File: src/inc/rihc_pkg.sv
package rihc_pkg;

	// ************************************************************
	// cycle figures, counted in bus-clock periods
	// ************************************************************
	localparam logic [3:0] RIHC_TROM_BASE  = 4'h3;  // normal read, wait field 000
	localparam logic [3:0] RIHC_TPAGE_BASE = 4'h2;  // page beat, page wait field 00
	localparam logic [3:0] RIHC_FLASH_CYC  = 4'h4;  // fixed flash-mode beat length
	localparam logic [3:0] RIHC_IO_CYC     = 4'h3;  // fixed i/o beat length
	localparam int         RIHC_BUS_W      = 16;    // only width the beat table serves

	// ************************************************************
	// values after reset
	// ************************************************************
	localparam logic       RIHC_STROBE_IDLE = 1'b1;   // strobes and selects idle high
	localparam logic       RIHC_RELEASED    = 1'b1;   // output enable high = pin let go
	localparam logic [3:0] RIHC_CNT_RESET   = 4'h0;

	// ************************************************************
	// request kinds, sizes, power states
	// ************************************************************
	typedef enum logic [1:0] {
		rihc_k_rom_rd,
		rihc_k_rom_wr,
		rihc_k_io_rd,
		rihc_k_io_wr
	} rihc_kind_t;

	// size code: 0..2 = 1..3 bytes, 3..6 = 1, 2, 4, 8 words
	localparam logic [2:0] RIHC_SZ_BYTE1 = 3'h0;
	localparam logic [2:0] RIHC_SZ_MAX   = 3'h6;

	typedef enum logic [1:0] {
		rihc_p_full,
		rihc_p_light,
		rihc_p_deep
	} rihc_pwr_t;

	typedef enum logic [1:0] {
		rihc_m_normal,
		rihc_m_page,
		rihc_m_flash
	} rihc_mode_t;

	// software settings, held steady by the owner of the control bits
	typedef struct packed {
		logic       flash_write_enable_bit;
		logic       page_read_select_bit;
		logic [2:0] rom_first_access_wait;
		logic [1:0] page_access_wait;
		logic       hold_enable_bit;
		logic       big_endian;
		rihc_pwr_t  pwr;
	} rihc_cfg_t;

	// one bus request from the core side
	typedef struct packed {
		rihc_kind_t kind;
		logic [2:0] size;
		logic       address_bit_zero;
	} rihc_req_t;

endpackage : rihc_pkg

File: src/rtl/rihc_ctl.sv
`timescale 1ns/1ps
`default_nettype none

module rihc_ctl
	import rihc_pkg::*;
#(
	parameter int DATA_W = rihc_pkg::RIHC_BUS_W
) (
	// clock, reset, enable
	input  wire  logic              i_clk,
	input  wire  logic              i_reset,
	input  wire  logic              i_ce,
	// control bits
	input  wire  rihc_pkg::rihc_cfg_t i_cfg,
	// core request and answer
	input  wire  logic              i_req_valid,
	input  wire  rihc_pkg::rihc_req_t i_req,
	input  wire  logic [DATA_W-1:0] i_req_wdata,
	output logic                    o_req_ready,
	output logic                    o_done,
	output logic                    o_rd_valid,
	output logic [DATA_W-1:0]       o_rd_data,
	// memory and i/o pins
	input  wire  logic [DATA_W-1:0] i_data_in,
	output logic [DATA_W-1:0]       o_data_out,
	output logic                    o_data_oe_n,
	output logic                    o_bus_oe_n,
	output logic                    o_rom_select_n,
	output logic                    o_io_select_n,
	output logic                    o_rd_n,
	output logic                    o_wr_n,
	output logic                    o_mask0,
	output logic                    o_mask1,
	// hold handshake and reset switch pins
	input  wire  logic              i_hold_request_n,
	input  wire  logic              i_reset_switch_n,
	output logic                    o_hold_acknowledge_n,
	output logic                    o_hold_ack_oe_n
);
	import rihc_pkg::*;

	// ************************************************************
	// elaboration check
	// ************************************************************
	// the beat table assumes a 16-bit bus
	if (DATA_W != RIHC_BUS_W) begin : g_bad_width
		$error("rihc_ctl: only a 16-bit bus is served");
	end

	// ************************************************************
	// state
	// ************************************************************
	typedef enum logic [1:0] {
		rihc_s_idle,
		rihc_s_beat,
		rihc_s_hold
	} rihc_st_t;

	typedef struct packed {
		rihc_st_t          st;        // sequencer state
		rihc_mode_t        mode;      // mode latched at request start
		rihc_kind_t        kind;      // latched request kind
		logic [3:0]        cnt;       // cycles left in the beat, minus one
		logic [3:0]        beats;     // beats left after this one
		logic [DATA_W-1:0] smp1;      // data pin, first sync stage
		logic [DATA_W-1:0] smp2;      // data pin, second sync stage
		logic              tag1;      // smp1 holds an end-of-beat sample
		logic              tag2;      // smp2 holds an end-of-beat sample
		logic              hrq1;      // hold request sync
		logic              hrq2;
		logic              rsw1;      // reset switch sync
		logic              rsw2;
		logic              req_ready;
		logic              done;
		logic              rd_valid;
		logic [DATA_W-1:0] rd_data;
		logic [DATA_W-1:0] data_out;
		logic              data_oe_n;
		logic              bus_oe_n;
		logic              rom_sel_n;
		logic              io_sel_n;
		logic              rd_n;
		logic              wr_n;
		logic              mask0;
		logic              mask1;
		logic              ack_n;
		logic              ack_oe_n;
	} rihc_state_t;

	// reset picture: all strobes idle, acknowledge floating
	localparam rihc_state_t RIHC_RESET_STATE = '{
		st:        rihc_s_idle,
		mode:      rihc_m_normal,
		kind:      rihc_k_rom_rd,
		cnt:       RIHC_CNT_RESET,
		hrq1:      RIHC_STROBE_IDLE,
		hrq2:      RIHC_STROBE_IDLE,
		rsw1:      RIHC_STROBE_IDLE,
		rsw2:      RIHC_STROBE_IDLE,
		data_oe_n: RIHC_RELEASED,
		rom_sel_n: RIHC_STROBE_IDLE,
		io_sel_n:  RIHC_STROBE_IDLE,
		rd_n:      RIHC_STROBE_IDLE,
		wr_n:      RIHC_STROBE_IDLE,
		ack_n:     RIHC_STROBE_IDLE,
		ack_oe_n:  RIHC_RELEASED,
		default:   '0
	};

	rihc_state_t q;  // registered state
	rihc_state_t d;  // next state

	// ************************************************************
	// helper functions
	// ************************************************************
	// mode from the two control bits, flash bit dominant
	function automatic rihc_mode_t rom_mode(input rihc_cfg_t c);
		if (c.flash_write_enable_bit) begin
			rom_mode = rihc_m_flash;
		end else if (c.page_read_select_bit) begin
			rom_mode = rihc_m_page;
		end else begin
			rom_mode = rihc_m_normal;
		end
	endfunction : rom_mode

	// beats on the 16-bit bus minus one, per size code
	function automatic logic [3:0] extra_beats(input logic [2:0] sz);
		case (sz)
			3'h0:    extra_beats = 4'h0;  // 1 byte
			3'h1:    extra_beats = 4'h0;  // 2 bytes
			3'h2:    extra_beats = 4'h1;  // 3 bytes
			3'h3:    extra_beats = 4'h1;  // 1 word
			3'h4:    extra_beats = 4'h3;  // 2 words
			3'h5:    extra_beats = 4'h7;  // 4 words
			3'h6:    extra_beats = 4'hf;  // 8 words
			default: extra_beats = 4'h0;  // unused code runs as one beat
		endcase
	endfunction : extra_beats

	// beat length minus one
	function automatic logic [3:0] beat_len(input rihc_kind_t k, input rihc_mode_t m,
		input rihc_cfg_t c, input logic first);
		if (k == rihc_k_io_rd || k == rihc_k_io_wr) begin
			beat_len = RIHC_IO_CYC - 4'h1;
		end else if (m == rihc_m_flash) begin
			beat_len = RIHC_FLASH_CYC - 4'h1;
		end else if (m == rihc_m_page && !first) begin
			beat_len = {2'b00, c.page_access_wait} + RIHC_TPAGE_BASE - 4'h1;
		end else begin
			beat_len = {1'b0, c.rom_first_access_wait} + RIHC_TROM_BASE - 4'h1;
		end
	endfunction : beat_len

	// {mask1, mask0}; a lone byte raises one mask, any other size leaves both low
	function automatic logic [1:0] lane_mask(input logic big, input logic [2:0] sz,
		input logic a0);
		logic [1:0] le;
		le = 2'b00;
		if (sz == RIHC_SZ_BYTE1) begin
			le = a0 ? 2'b10 : 2'b01;
		end
		lane_mask = big ? {le[0], le[1]} : le;
	endfunction : lane_mask

	// ************************************************************
	// next-state logic
	// ************************************************************
	logic hold_ok;    // hold allowed by software and power state
	logic hold_want;  // synchronised request present and allowed

	always_comb begin
		d         = q;
		hold_ok   = i_cfg.hold_enable_bit && (i_cfg.pwr != rihc_p_deep);
		hold_want = hold_ok && !q.hrq2 && q.rsw2;
		// pin synchronisers; first stages feed only second stages
		d.smp1 = i_data_in;
		d.smp2 = q.smp1;
		d.hrq1 = i_hold_request_n;
		d.hrq2 = q.hrq1;
		d.rsw1 = i_reset_switch_n;
		d.rsw2 = q.rsw1;
		// sample tag travels beside the data through both stages
		d.tag1     = 1'b0;
		d.tag2     = q.tag1;
		d.rd_valid = q.tag2;
		if (q.tag2) begin
			d.rd_data = q.smp2;
		end
		d.done = 1'b0;
		// acknowledge floats while hold is off, after reset and in deep sleep
		d.ack_oe_n = !(hold_ok && (q.rsw2 || q.st == rihc_s_hold));
		case (q.st)
			rihc_s_idle: begin
				if (hold_want) begin
					// nothing is running here, so the grant is safe
					d.st        = rihc_s_hold;
					d.ack_n     = 1'b0;
					d.bus_oe_n  = RIHC_RELEASED;
					d.data_oe_n = RIHC_RELEASED;
					d.req_ready = 1'b0;
				end else if (i_req_valid && q.req_ready) begin
					d.st        = rihc_s_beat;
					d.kind      = i_req.kind;
					d.mode      = rom_mode(i_cfg);
					d.beats     = extra_beats(i_req.size);
					d.cnt       = beat_len(i_req.kind, rom_mode(i_cfg), i_cfg, 1'b1);
					d.req_ready = 1'b0;
					d.data_out  = i_req_wdata;
					if (i_req.kind == rihc_k_rom_rd || i_req.kind == rihc_k_rom_wr) begin
						d.rom_sel_n = 1'b0;
						d.rd_n      = (i_req.kind != rihc_k_rom_rd);
						// only flash mode may strobe a rom write
						d.wr_n      = !(i_req.kind == rihc_k_rom_wr &&
							rom_mode(i_cfg) == rihc_m_flash);
						d.data_oe_n = d.wr_n;
					end else begin
						d.io_sel_n  = 1'b0;
						d.rd_n      = (i_req.kind != rihc_k_io_rd);
						d.wr_n      = (i_req.kind != rihc_k_io_wr);
						d.data_oe_n = d.wr_n;
						{d.mask1, d.mask0} = lane_mask(i_cfg.big_endian, i_req.size,
							i_req.address_bit_zero);
					end
				end else begin
					d.req_ready = !hold_want;
				end
			end
			rihc_s_beat: begin
				if (q.cnt != 4'h0) begin
					d.cnt = q.cnt - 4'h1;
				end else begin
					// the edge closing this beat loads the sample stage
					d.tag1 = (q.kind == rihc_k_rom_rd || q.kind == rihc_k_io_rd);
					if (q.beats == 4'h0) begin
						d.st        = rihc_s_idle;
						d.done      = 1'b1;
						d.req_ready = 1'b0;
						d.rom_sel_n = RIHC_STROBE_IDLE;
						d.io_sel_n  = RIHC_STROBE_IDLE;
						d.rd_n      = RIHC_STROBE_IDLE;
						d.wr_n      = RIHC_STROBE_IDLE;
						d.data_oe_n = RIHC_RELEASED;
						d.mask0     = 1'b0;
						d.mask1     = 1'b0;
					end else begin
						// strobes stay low across beats; page reads rely on it
						d.beats = q.beats - 4'h1;
						d.cnt   = beat_len(q.kind, q.mode, i_cfg, 1'b0);
						d.mask0 = 1'b0;
						d.mask1 = 1'b0;
					end
				end
			end
			rihc_s_hold: begin
				if (!q.rsw2 || q.hrq2 || !hold_ok) begin
					// reset switch forces the acknowledge high and takes the bus back
					d.st       = rihc_s_idle;
					d.ack_n    = 1'b1;
					d.bus_oe_n = 1'b0;
				end
			end
			default: begin
				d.st = rihc_s_idle;
			end
		endcase
	end

	// ************************************************************
	// state register
	// ************************************************************
	// clock enable low freezes everything, synchronisers included
	always_ff @(posedge i_clk) begin
		if (i_reset) begin
			q <= RIHC_RESET_STATE;
		end else if (i_ce) begin
			q <= d;
		end
	end

	// ************************************************************
	// outputs, straight from the state register
	// ************************************************************
	assign o_req_ready          = q.req_ready;
	assign o_done               = q.done;
	assign o_rd_valid           = q.rd_valid;
	assign o_rd_data            = q.rd_data;
	assign o_data_out           = q.data_out;
	assign o_data_oe_n          = q.data_oe_n;
	assign o_bus_oe_n           = q.bus_oe_n;
	assign o_rom_select_n       = q.rom_sel_n;
	assign o_io_select_n        = q.io_sel_n;
	assign o_rd_n               = q.rd_n;
	assign o_wr_n               = q.wr_n;
	assign o_mask0              = q.mask0;
	assign o_mask1              = q.mask1;
	assign o_hold_acknowledge_n = q.ack_n;
	assign o_hold_ack_oe_n      = q.ack_oe_n;
endmodule : rihc_ctl

`default_nettype wire

File: config.mk
export PLATFORM = sky130hd
export DESIGN_NAME = rihc_ctl
export DESIGN_NICKNAME = d
export VERILOG_FILES = /design/src/inc/rihc_pkg.sv /design/src/rtl/rihc_ctl.sv
export SDC_FILE = /design/constraint.sdc
export NUM_CORES = 1
export LEC_CHECK = 0
export BUFFER_PORTS_ARGS = -buffer_cell sky130_fd_sc_hd__buf_2
export CAP_MARGIN = 30
export CORE_UTILIZATION = 46
export DETAILED_ROUTE_END_ITERATION = 12
export GPL_ROUTABILITY_DRIVEN = 0
export PLACE_DENSITY = 0.82
export SYNTH_ARGS = -nofsm -noshare
export SYNTH_HDL_FRONTEND = slang
export SYNTH_SLANG_ARGS = --single-unit
File: constraint.sdc
create_clock -name i_clk -period 1.74 [get_ports i_clk]
set_input_delay 0.348 -clock i_clk [delete_from_list [all_inputs] [get_ports i_clk]]
set_output_delay 0.348 -clock i_clk [all_outputs]
set_load 0.02 [all_outputs]
==> impl_results.md, run 1 <==
* Post-Place Worst Slack at -0.1205 ns
* Seq pwr share at 0.530
* Post-synthesis average cell area at 8.675 um2
* PortBufs at 99
* Fin cells at 728
* Clock slew at reported path FFs at 0.10 ns
* Max Fclk at 564.1 MHz
* Die area at 10070 um2
* Clock Tree Buf Depth at 2
* Clock Root Buffer: clkbuf_8
* HPWL Detailed at 7729 um
* Sequential share of the synthesized area at 0.4363
* Worst setup margin at -0.03267 ns
* Failing checks: setup timing
* Fin util at 0.5752
* Ports at 100
* Die extent in x at 100.4 um
* Remaining Overflow, GRT at 0
* Final min period at 1.773 ns
* Initial antenna violation count at 0
* Iter 0 DRT Violations at 169
* Routed len/inst at 15.35 um
* Final Skew at 0.009301 ns
* Critical path, cell by cell: nand2b_1 > o311ai_4 > buf_4 > buf_6 > a21oi_1 > a211oi_1
* Setup TNS at -0.03267 ns
* R2r setup slk at -0.03 ns
* Hold wc startpoint: i_reset_switch_n
* First-pass GRT wire length at 17640 um
* Synth Register Bits at 97
* Vias after detailed routing at 4017
* Synth cell types at 57
* GR Util All Layers at 0.2199
* WS Path Type: reg2reg
* Net Sw Frac at 0.2921
* Vias in the first global route at 3861
* Num Clock Sinks at 97
* DRT Pass-1 Iters at 7
* Placed cell area at 5029 um2
* DRT antenna net count at 0
* Floorplan row count at 35
* Peak VDD IR at 0.0004494 V
* Hold Path Class: in2reg
* Synth area leader: dfxtp_1
* Syn Inst Count at 513
* Logic pwr share at 0.131
* Worst Path Max Fanout at 22
* Worst r2r path cells at 6
* CP endpoint kind: flop
* Final net count at 653
* Status: complete, but fails checks
* Vias per inst at 5.518
* CP max stage cell: dfxtp_1
* ANT cells at 0
* Period utilisation layout at 1.019
* TritonCTS clock tree: done
* Drt drc at 0
* Largest net degree at the start of global routing at 86
* Main synth FF type: dfxtp_1
* Hold WS at 0.2047 ns
* Netlist Area Pre-Place at 4451 um2
* Fin. Hold Viols at 0
* YS warnings at 0
* Core Box Area at 9328 um2
* H-tree depth at 3
* Unrepaired setup endpoints after global routing: yes
* Max-cap violations at 0
* RR Startpoint: q[47]
* PD cells at 818.4 nW/um2
* Setup violators final at 1
* Synth area leaders: dfxtp_1, mux2i_1, a21oi_1, buf_4, nand2_1
* NetSw at 1.282 mW
* Worst slew pin tran at 0.4946 ns
* Clk pwr share at 0.338
* Internal power at 3.108 mW
* Most common cell after layout, fill and taps aside: buf_2
* Starting Density at 0.4771
* Syn_nets at 572
* Chip height at 100.4 um
* Post-route cell area at 5365 um2
* Hold_buf cts at 0
* Share of cells above drive strength 1 at 0.3122
* Total power draw at 4.391 mW
* RR Endpoint: q[84]
* Max-slew headroom at 0.6668
* Most frequent cells in the layout: buf_2, dfxtp_1, a21oi_1, nand2_1, nor2_1
* Clock latency on the worst-skew pair at 0.36 ns
* Hold EP: d[45]
* Area grow syn2layout at 20.55%
* Fraction of registers with async set/reset at 0
* CP Data Arrival Time at 2.02 ns
* Post-synth EDFFs at 0
* Max Slew Vio Count at 0
* CTS buffer count at 9
* Synth top area share at 0.4363
* Placed instance count at 711
* Required time worst endpoint at 1.99 ns
* Routed wire length at 11170 um
* Startpoint types: flop
* Hold depth at 3
* CP peak stage delay at 0.34 ns
* LEAKAGE at 2.226 nW
metal layers:
| metal | wire, um | vias up | GRT usage |
|---|---|---|---|
| met5 | 0 | - | 0 |
| met4 | 241 | 0 | 0.08250 |
| met3 | 808 | 25 | 0.06964 |
| met2 | 5483 | 157 | 0.3804 |
| met1 | 4639 | 1894 | 0.2534 |
| li1 | - | 1941 | - |
state kept, by name, indices dropped and copies added, names as in the netlist, 16 cells and up:
signal / cells
q: 32
d: 20
o_rd_data: 16
o_data_out: 16
power groups by stage:
stage	Clock (mW)	Combinational [mW]	Sequential (mW)
final	1.49	0.576	2.33
after CTS	1.52	0.548	2.33
after global placement	0	0.512	2.37
after floorplan	0	0.325	2.38
after detailed placement	0	0.530	2.38
after global routing	1.63	0.622	2.34
synthesized netlist by cell type, types with 4 or more instances:
master / count
a211oi_1: 11
a21oi_1: 56
a31oi_1: 4
buf_1: 4
buf_2: 9
buf_4: 33
clkbuf_1: 19
dfxtp_1: 97
ha_1: 4
inv_1: 12
mux2i_1: 38
nand2_1: 51
nand2b_1: 4
nand3_1: 23
nor2_1: 46
nor2b_1: 8
nor3_1: 5
o21ai_0: 28
worst max path at each step:
stage,startpoint,endpoint,cells past startpoint
floorplan,q[83],o_io_select_n,6
global placement,q[83],o_io_select_n,6
detailed placement,q[87],q[88],6
CTS,q[83],o_data_oe_n,7
global route,q[87],q[87],5
finish,q[47],q[84],6
cells by family (layout without fill, tap and decap cells):
group                    after synthesis  in the layout  synth area share
AND/OR/NAND/NOR                      159            159            0.1709
AO/OA/AOI/OAI                        130            130            0.1850
flip-flops                            97             97            0.4363
buffers and inverters                 80            166            0.1001
multiplexers                          40             40           0.09052
adder cells (fa/ha/maj)                4              4           0.01125
XOR/XNOR                               3              3          0.005905
worst max-delay path, delay by kind of cell, from the launching register on:
family | cells | cell delay, ns
AO/OA/AOI/OAI | 3 | 0.73
buffers and inverters | 2 | 0.39
flip-flops | 1 | 0.34
AND/OR/NAND/NOR | 1 | 0.20
final cells by class:
cell class	instances	area [um2]
Clock inverter	7	80.08
Tap cell	129	161.4
Sequential cell	97	1946
Timing Repair Buffer	138	820.8
Clock buffer	9	123.9
Multi-Input combinational cell	336	2188
Fill cell	823	3963
Inverter	12	45.04
what timing repair did:
action | 4_1_cts | 5_1_grt
setup endpoints to repair | 15 | 20
pin swaps | 2 | 8
resized for setup | 12 | 20
setup buffers | 0 | 1
No activity file was read; power rests on OpenSTA's default activity.
==> run 2: changes to the inputs <==
--- a/config.mk
+++ b/config.mk
@@ -6,11 +6,11 @@
 export NUM_CORES = 1
 export LEC_CHECK = 0
 export BUFFER_PORTS_ARGS = -buffer_cell sky130_fd_sc_hd__buf_2
-export CAP_MARGIN = 30
 export CORE_UTILIZATION = 46
 export DETAILED_ROUTE_END_ITERATION = 12
 export GPL_ROUTABILITY_DRIVEN = 0
 export PLACE_DENSITY = 0.82
+export REMOVE_ABC_BUFFERS = 1
 export SYNTH_ARGS = -nofsm -noshare
 export SYNTH_HDL_FRONTEND = slang
 export SYNTH_SLANG_ARGS = --single-unit
==> run 2 against run 1 <==
Net effect:
- register-to-register slack improved by 0.02 ns
- critical path depth fell by 1
- largest power group unchanged
- critical path type unchanged
- core utilization fell by 0.39 points
- clock skew rose by 0.0050 ns
- the run still ends with setup timing left
- power fell by 1.3%
- highest routed layer unchanged
- sequential power barely moved
- combinational power fell by 2%
- fmax rose by 1.4%
==> impl_results.md, run 2 (synthesis gave the netlist of run 1 again) <==
* Remaining Overflow, GRT at 0
* CTS buffer count at 9
* Hold wc startpoint: i_hold_request_n
* Setup violators final at 1
* Core Box Area at 9328 um2
* Initial antenna violation count at 1
* # fillers at 837
* Fin. Hold Viols at 0
* Most common cell after layout, fill and taps aside: buf_2
* Max Fclk at 572.2 MHz
* Final net count at 653
* Clock Tree Buf Depth at 2
* Met2 Use GR at 0.3741
* Max-cap violations at 0
* CP endpoint kind: flop
* First-pass GRT wire length at 17570 um
* Num Clock Sinks at 97
* Ports at 100
* Area grow syn2layout at 19.74%
* Max-slew headroom at 0.5597
* Final min period at 1.748 ns
* Hold WS at 0.1979 ns
* Routed wire length at 10940 um
* Largest Register: q
* Clock slew at reported path FFs at 0.11 ns
* Clock Root Buffer: clkbuf_8
* Final Skew at 0.01427 ns
* Peak VDD IR at 0.0004153 V
* Chip height at 100.4 um
* Met3 usage at 0.05919
* Die extent in x at 100.4 um
* Largest net degree at the start of global routing at 87
* Share of cells above drive strength 1 at 0.3055
* Vias per inst at 5.374
* Hold EP: d[47]
* CP Data Arrival Time at 2.02 ns
* Worst r2r path cells at 5
* RR Startpoint: q[87]
* Vias in the first global route at 3754
* PD cells at 813.3 nW/um2
* Hold depth at 3
* Unrepaired setup endpoints after global routing: yes
* H-tree depth at 3
* Worst Path Max Fanout at 7
* Drt drc at 0
* Floorplan row count at 35
* PortBufs at 99
* WS Path Type: reg2reg
* Max Slew Vio Count at 0
* RR Endpoint: q[88]
* Vias after detailed routing at 3918
* Die area at 10070 um2
* GR Util All Layers at 0.2185
* Status: complete, but fails checks
* # Post-CTS Setup Buffers at 0
* Clock latency on the worst-skew pair at 0.37 ns
* R2r setup slk at -0.008 ns
* Worst setup margin at -0.007747 ns
* TritonCTS clock tree: done
* Period utilisation layout at 1.004
* Starting Density at 0.4771
* HPWL Detailed at 7769 um
* DRT antenna net count at 0
* GR peak layer: met2
* Startpoint types: flop
* LEAKAGE at 2.212 nW
* Iter 0 DRT Violations at 149
* Hold Path Class: in2reg
* Worst slew pin tran at 0.6605 ns
* Max reg flops at 32
* Most frequent cells in the layout: buf_2, dfxtp_1, a21oi_1, nand2_1, nor2_1
* Required time worst endpoint at 2.01 ns
* DRT Pass-1 Iters at 4
* GR Util met1 at 0.2608
* Failing checks: setup timing
* Routed len/inst at 15.00 um
* Setup TNS at -0.007747 ns
==> run 2: changes by cell type in the layout (fill, tap and decap cells not counted), sizes merged <==
cell,delta
diode,+1
clkinv,+1
inv,-1
==> run 2: how the worst max path moves through the flow <==
stage / slack (ns) / end / cells past startpoint / start
finish: -0.008 / q[88] / 5 / q[87]
floorplan: -0.83 / o_rom_select_n / 4 / o_req_ready
CTS: 0.004 / o_data_oe_n / 7 / q[83]
detailed placement: -0.1 / q[88] / 7 / q[87]
global placement: -0.06 / o_io_select_n / 6 / q[87]
global route: -0.06 / q[88] / 7 / q[87]
==> run 2: power by group <==
part           switching, mW  internal (mW)  total (mW)  leakage [nW]
logic                  0.320          0.246       0.566          1.33
registers             0.0407           2.29        2.33         0.790
clock network          0.880          0.562        1.44        0.0966
==> run 2: repair_timing <==
item	in CTS	in global routing
cloned	0	0
hold buffers	0	0
gates resized for setup	11	17
endpoints found under the setup margin	16	14
pin swaps	3	5
==> run 2: cell type report <==
class	count	area, um2	share of cell area
Sequential cell	97	1946	0.3651
Inverter	12	45.04	0.008453
Antenna cell	1	2.502	0.0004696
Tap cell	129	161.4	0.03029
Multi-Input combinational cell	336	2157	0.4048
Clock inverter	7	72.57	0.01362
Timing Repair Buffer	138	820.8	0.1540
Clock buffer	9	123.9	0.02324
==> run 2: worst max-delay path, stage by stage, from the launching register on <==
cell      delay [ns]
dfxtp_2         0.34
inv_2           0.08
ha_4            0.15
or3b_4          0.47
a221o_1         0.38
a311oi_2        0.25
==> run 2: routing by layer <==
metal,part of all wire,wire (um)
met4,0.019,205
met3,0.066,721
met5,0,0
met1,0.43,4666
met2,0.49,5344
==> run 2: through the flow <==
step           setup WS [ns]  utilization  cells  area, um2  power (mW)
6_report           -0.007747       0.5713    729       5329       4.334
3_5_place_dp        -0.09940       0.5399    712       5036       2.906
2_1_floorplan        -0.8310            -    445       4050       2.622
5_1_grt             -0.05634       0.5710    728       5326       4.514
3_3_place_gp        -0.05822       0.5399    712       5036       2.884
4_1_cts             0.003893       0.5654    728       5274       4.350
==> run 3: changes to the inputs <==
--- a/config.mk
+++ b/config.mk
@@ -6,10 +6,10 @@
 export NUM_CORES = 1
 export LEC_CHECK = 0
 export BUFFER_PORTS_ARGS = -buffer_cell sky130_fd_sc_hd__buf_2
-export CORE_UTILIZATION = 46
+export CORE_UTILIZATION = 40
 export DETAILED_ROUTE_END_ITERATION = 12
 export GPL_ROUTABILITY_DRIVEN = 0
-export PLACE_DENSITY = 0.82
+export PLACE_DENSITY = 0.74
 export REMOVE_ABC_BUFFERS = 1
 export SYNTH_ARGS = -nofsm -noshare
 export SYNTH_HDL_FRONTEND = slang
==> run 3 against run 2 <==
Net effect:
- the run still ends with setup timing left
- cell count increased by 2.2%
- clock-buffer cell count rose by 3
- via count decreased by 0.48%
- power is 4.0% higher
- flip-flop and latch count did not move
- non-clock buffer count rose by 5
- hold slack better by 0.0018 ns
- critical path type unchanged
- largest power group unchanged
==> impl_results.md, run 3 (synthesis gave the netlist of run 1 again) <==
* Status: complete, but fails checks
* Failing checks: setup timing
* Worst Path Max Fanout at 7
* Share of cells above drive strength 1 at 0.3046
* CP max stage cell: or3b_4
* Startpoint types: flop
* GR Util All Layers at 0.1927
* DRT Pass-1 Iters at 4
* PD cells at 835.4 nW/um2
* Clk pwr share at 0.358
* Die area at 11550 um2
* Unrepaired setup endpoints after global routing: yes
* Num Clock Sinks at 97
* Clock slew at reported path FFs at 0.10 ns
* Floorplan row count at 38
* Clock latency on the worst-skew pair at 0.36 ns
* Area grow syn2layout at 21.23%
* Critical path, cell by cell: inv_2 > ha_4 > or3b_4 > a221o_1 > a311oi_2
* CP peak stage delay at 0.46 ns
* Peak VDD IR at 0.0005512 V
* Max-slew headroom at 0.6414
* Worst r2r path cells at 5
* Fin. Hold Viols at 0
* Most common cell after layout, fill and taps aside: buf_2
* PortBufs at 99
* Hold Path Class: in2reg
* DRT antenna net count at 0
* Chip height at 107.5 um
* WS Path Type: reg2reg
* Iter 0 DRT Violations at 176
* Period utilisation layout at 1.029
* Logic pwr share at 0.126
* Initial antenna violation count at 1
* Most frequent cells in the layout: buf_2, dfxtp_1, a21oi_1, nand2_1, nor2_1
* Worst setup margin at -0.04967 ns
* Vias after detailed routing at 3899
* Total power draw at 4.507 mW
* Ports at 100
* HPWL Detailed at 7853 um
* Starting Density at 0.4105
* LEAKAGE at 2.244 nW
* Final min period at 1.790 ns
* Required time worst endpoint at 1.99 ns
* Worst slew pin tran at 0.5379 ns
* Remaining Overflow, GRT at 0
* Core Box Area at 10840 um2
* Vias per inst at 5.234
* Final Skew at 0.01205 ns
* Max reg flops at 32
* Routed wire length at 11040 um
* Post-Place Worst Slack at -0.1472 ns
* # fillers at 1040
* CTS buffer count at 9
* Clock Root Buffer: clkbuf_8
* Routed len/inst at 14.81 um
* Vias in the first global route at 3813
* First-pass GRT wire length at 17550 um
* Net Sw Frac at 0.2474
* Largest net degree at the start of global routing at 55
* H-tree depth at 3
* CP Data Arrival Time at 2.04 ns
* CP endpoint kind: flop
* Max Slew Vio Count at 0
* TritonCTS clock tree: done
* Internal power at 3.392 mW
* Die extent in x at 107.5 um
* Max Fclk at 558.8 MHz
* Setup violators final at 2
* Drt drc at 0
* Seq pwr share at 0.516
* Largest Register: q
* Hold depth at 3
* Final net count at 658
* Clock Tree Buf Depth at 2
* NetSw at 1.115 mW
* Max-cap violations at 0
==> run 3: cell types whose count changed in the layout (fill, tap and decap cells not counted), sizes merged <==
| cell | delta |
|---|---|
| buf | +5 |
| bufinv | +2 |
| clkbuf | +3 |
| clkinv | -2 |
| clkinvlp | -1 |
| inv | -2 |
==> run 3: what timing repair did <==
action | 4_1_cts | 5_1_grt
hold buffers | 0 | 0
setup endpoints to repair | 16 | 25
gates resized for setup | 10 | 15
setup buffers | 1 | 5
pin swaps | 4 | 6
==> run 3: per-stage QoR <==
step / hold WS, ns / setup TNS (ns) / std cells / utilization / area, um2
2_1_floorplan: 0.4159 / -16.41 / 445 / - / 4050
3_3_place_gp: 0.4382 / -0.1755 / 722 / 0.4663 / 5055
3_5_place_dp: 0.4459 / -1.087 / 722 / 0.4663 / 5055
4_1_cts: 0.1812 / 0 / 739 / 0.4901 / 5313
5_1_grt: 0.2017 / -0.1848 / 744 / 0.4975 / 5393
6_report: 0.1997 / -0.07720 / 745 / 0.4977 / 5395
==> run 3: final timing paths <==
| kind | end | startpoint | slack (ns) |
|---|---|---|---|
| setup / recovery | q[88] | q[87] | -0.05 |
| hold reg to reg | o_rd_data[4] | o_rd_data[4] | 0.46 |
| hold / removal | d[47] | i_hold_request_n | 0.20 |
| setup reg to reg | q[88] | q[87] | -0.05 |
==> run 3: final cells by class <==
class / count / area [um2] / area share
multi-input cells: 336 / 2137 / 0.3961
flip-flops and latches: 97 / 1946 / 0.3606
repair buffers: 143 / 870.8 / 0.1614
well taps: 140 / 175.2 / 0.03247
clock buffers: 12 / 145.1 / 0.02690
clock inverters: 4 / 73.82 / 0.01368
inverters: 12 / 45.04 / 0.008349
diodes: 1 / 2.502 / 0.0004638
==> run 3: worst max-delay path, delay by kind of cell (launching register included) <==
family	cells	cell delay, ns
compound gates	2	0.66
simple gates	1	0.46
flops	1	0.34
buf+inv	1	0.08
fa+ha+maj	1	0.15
==> run 3: layer usage <==
layer | global-route usage | vias to the layer above | share of wire
met1 | 0.2226 | 1823 | 0.42
met5 | 0 | - | 0
met3 | 0.06961 | 22 | 0.077
met2 | 0.3274 | 118 | 0.49
met4 | 0.06556 | 0 | 0.017
li1 | - | 1936 | -
==> run 3: power by group through the flow <==
stage	Sequential [mW]	Combinational (mW)	Clock, mW
after floorplan	2.39	0.232	0
after global placement	2.37	0.517	0
after detailed placement	2.38	0.531	0
after CTS	2.32	0.543	1.67
after global routing	2.33	0.621	1.75
final	2.33	0.569	1.61
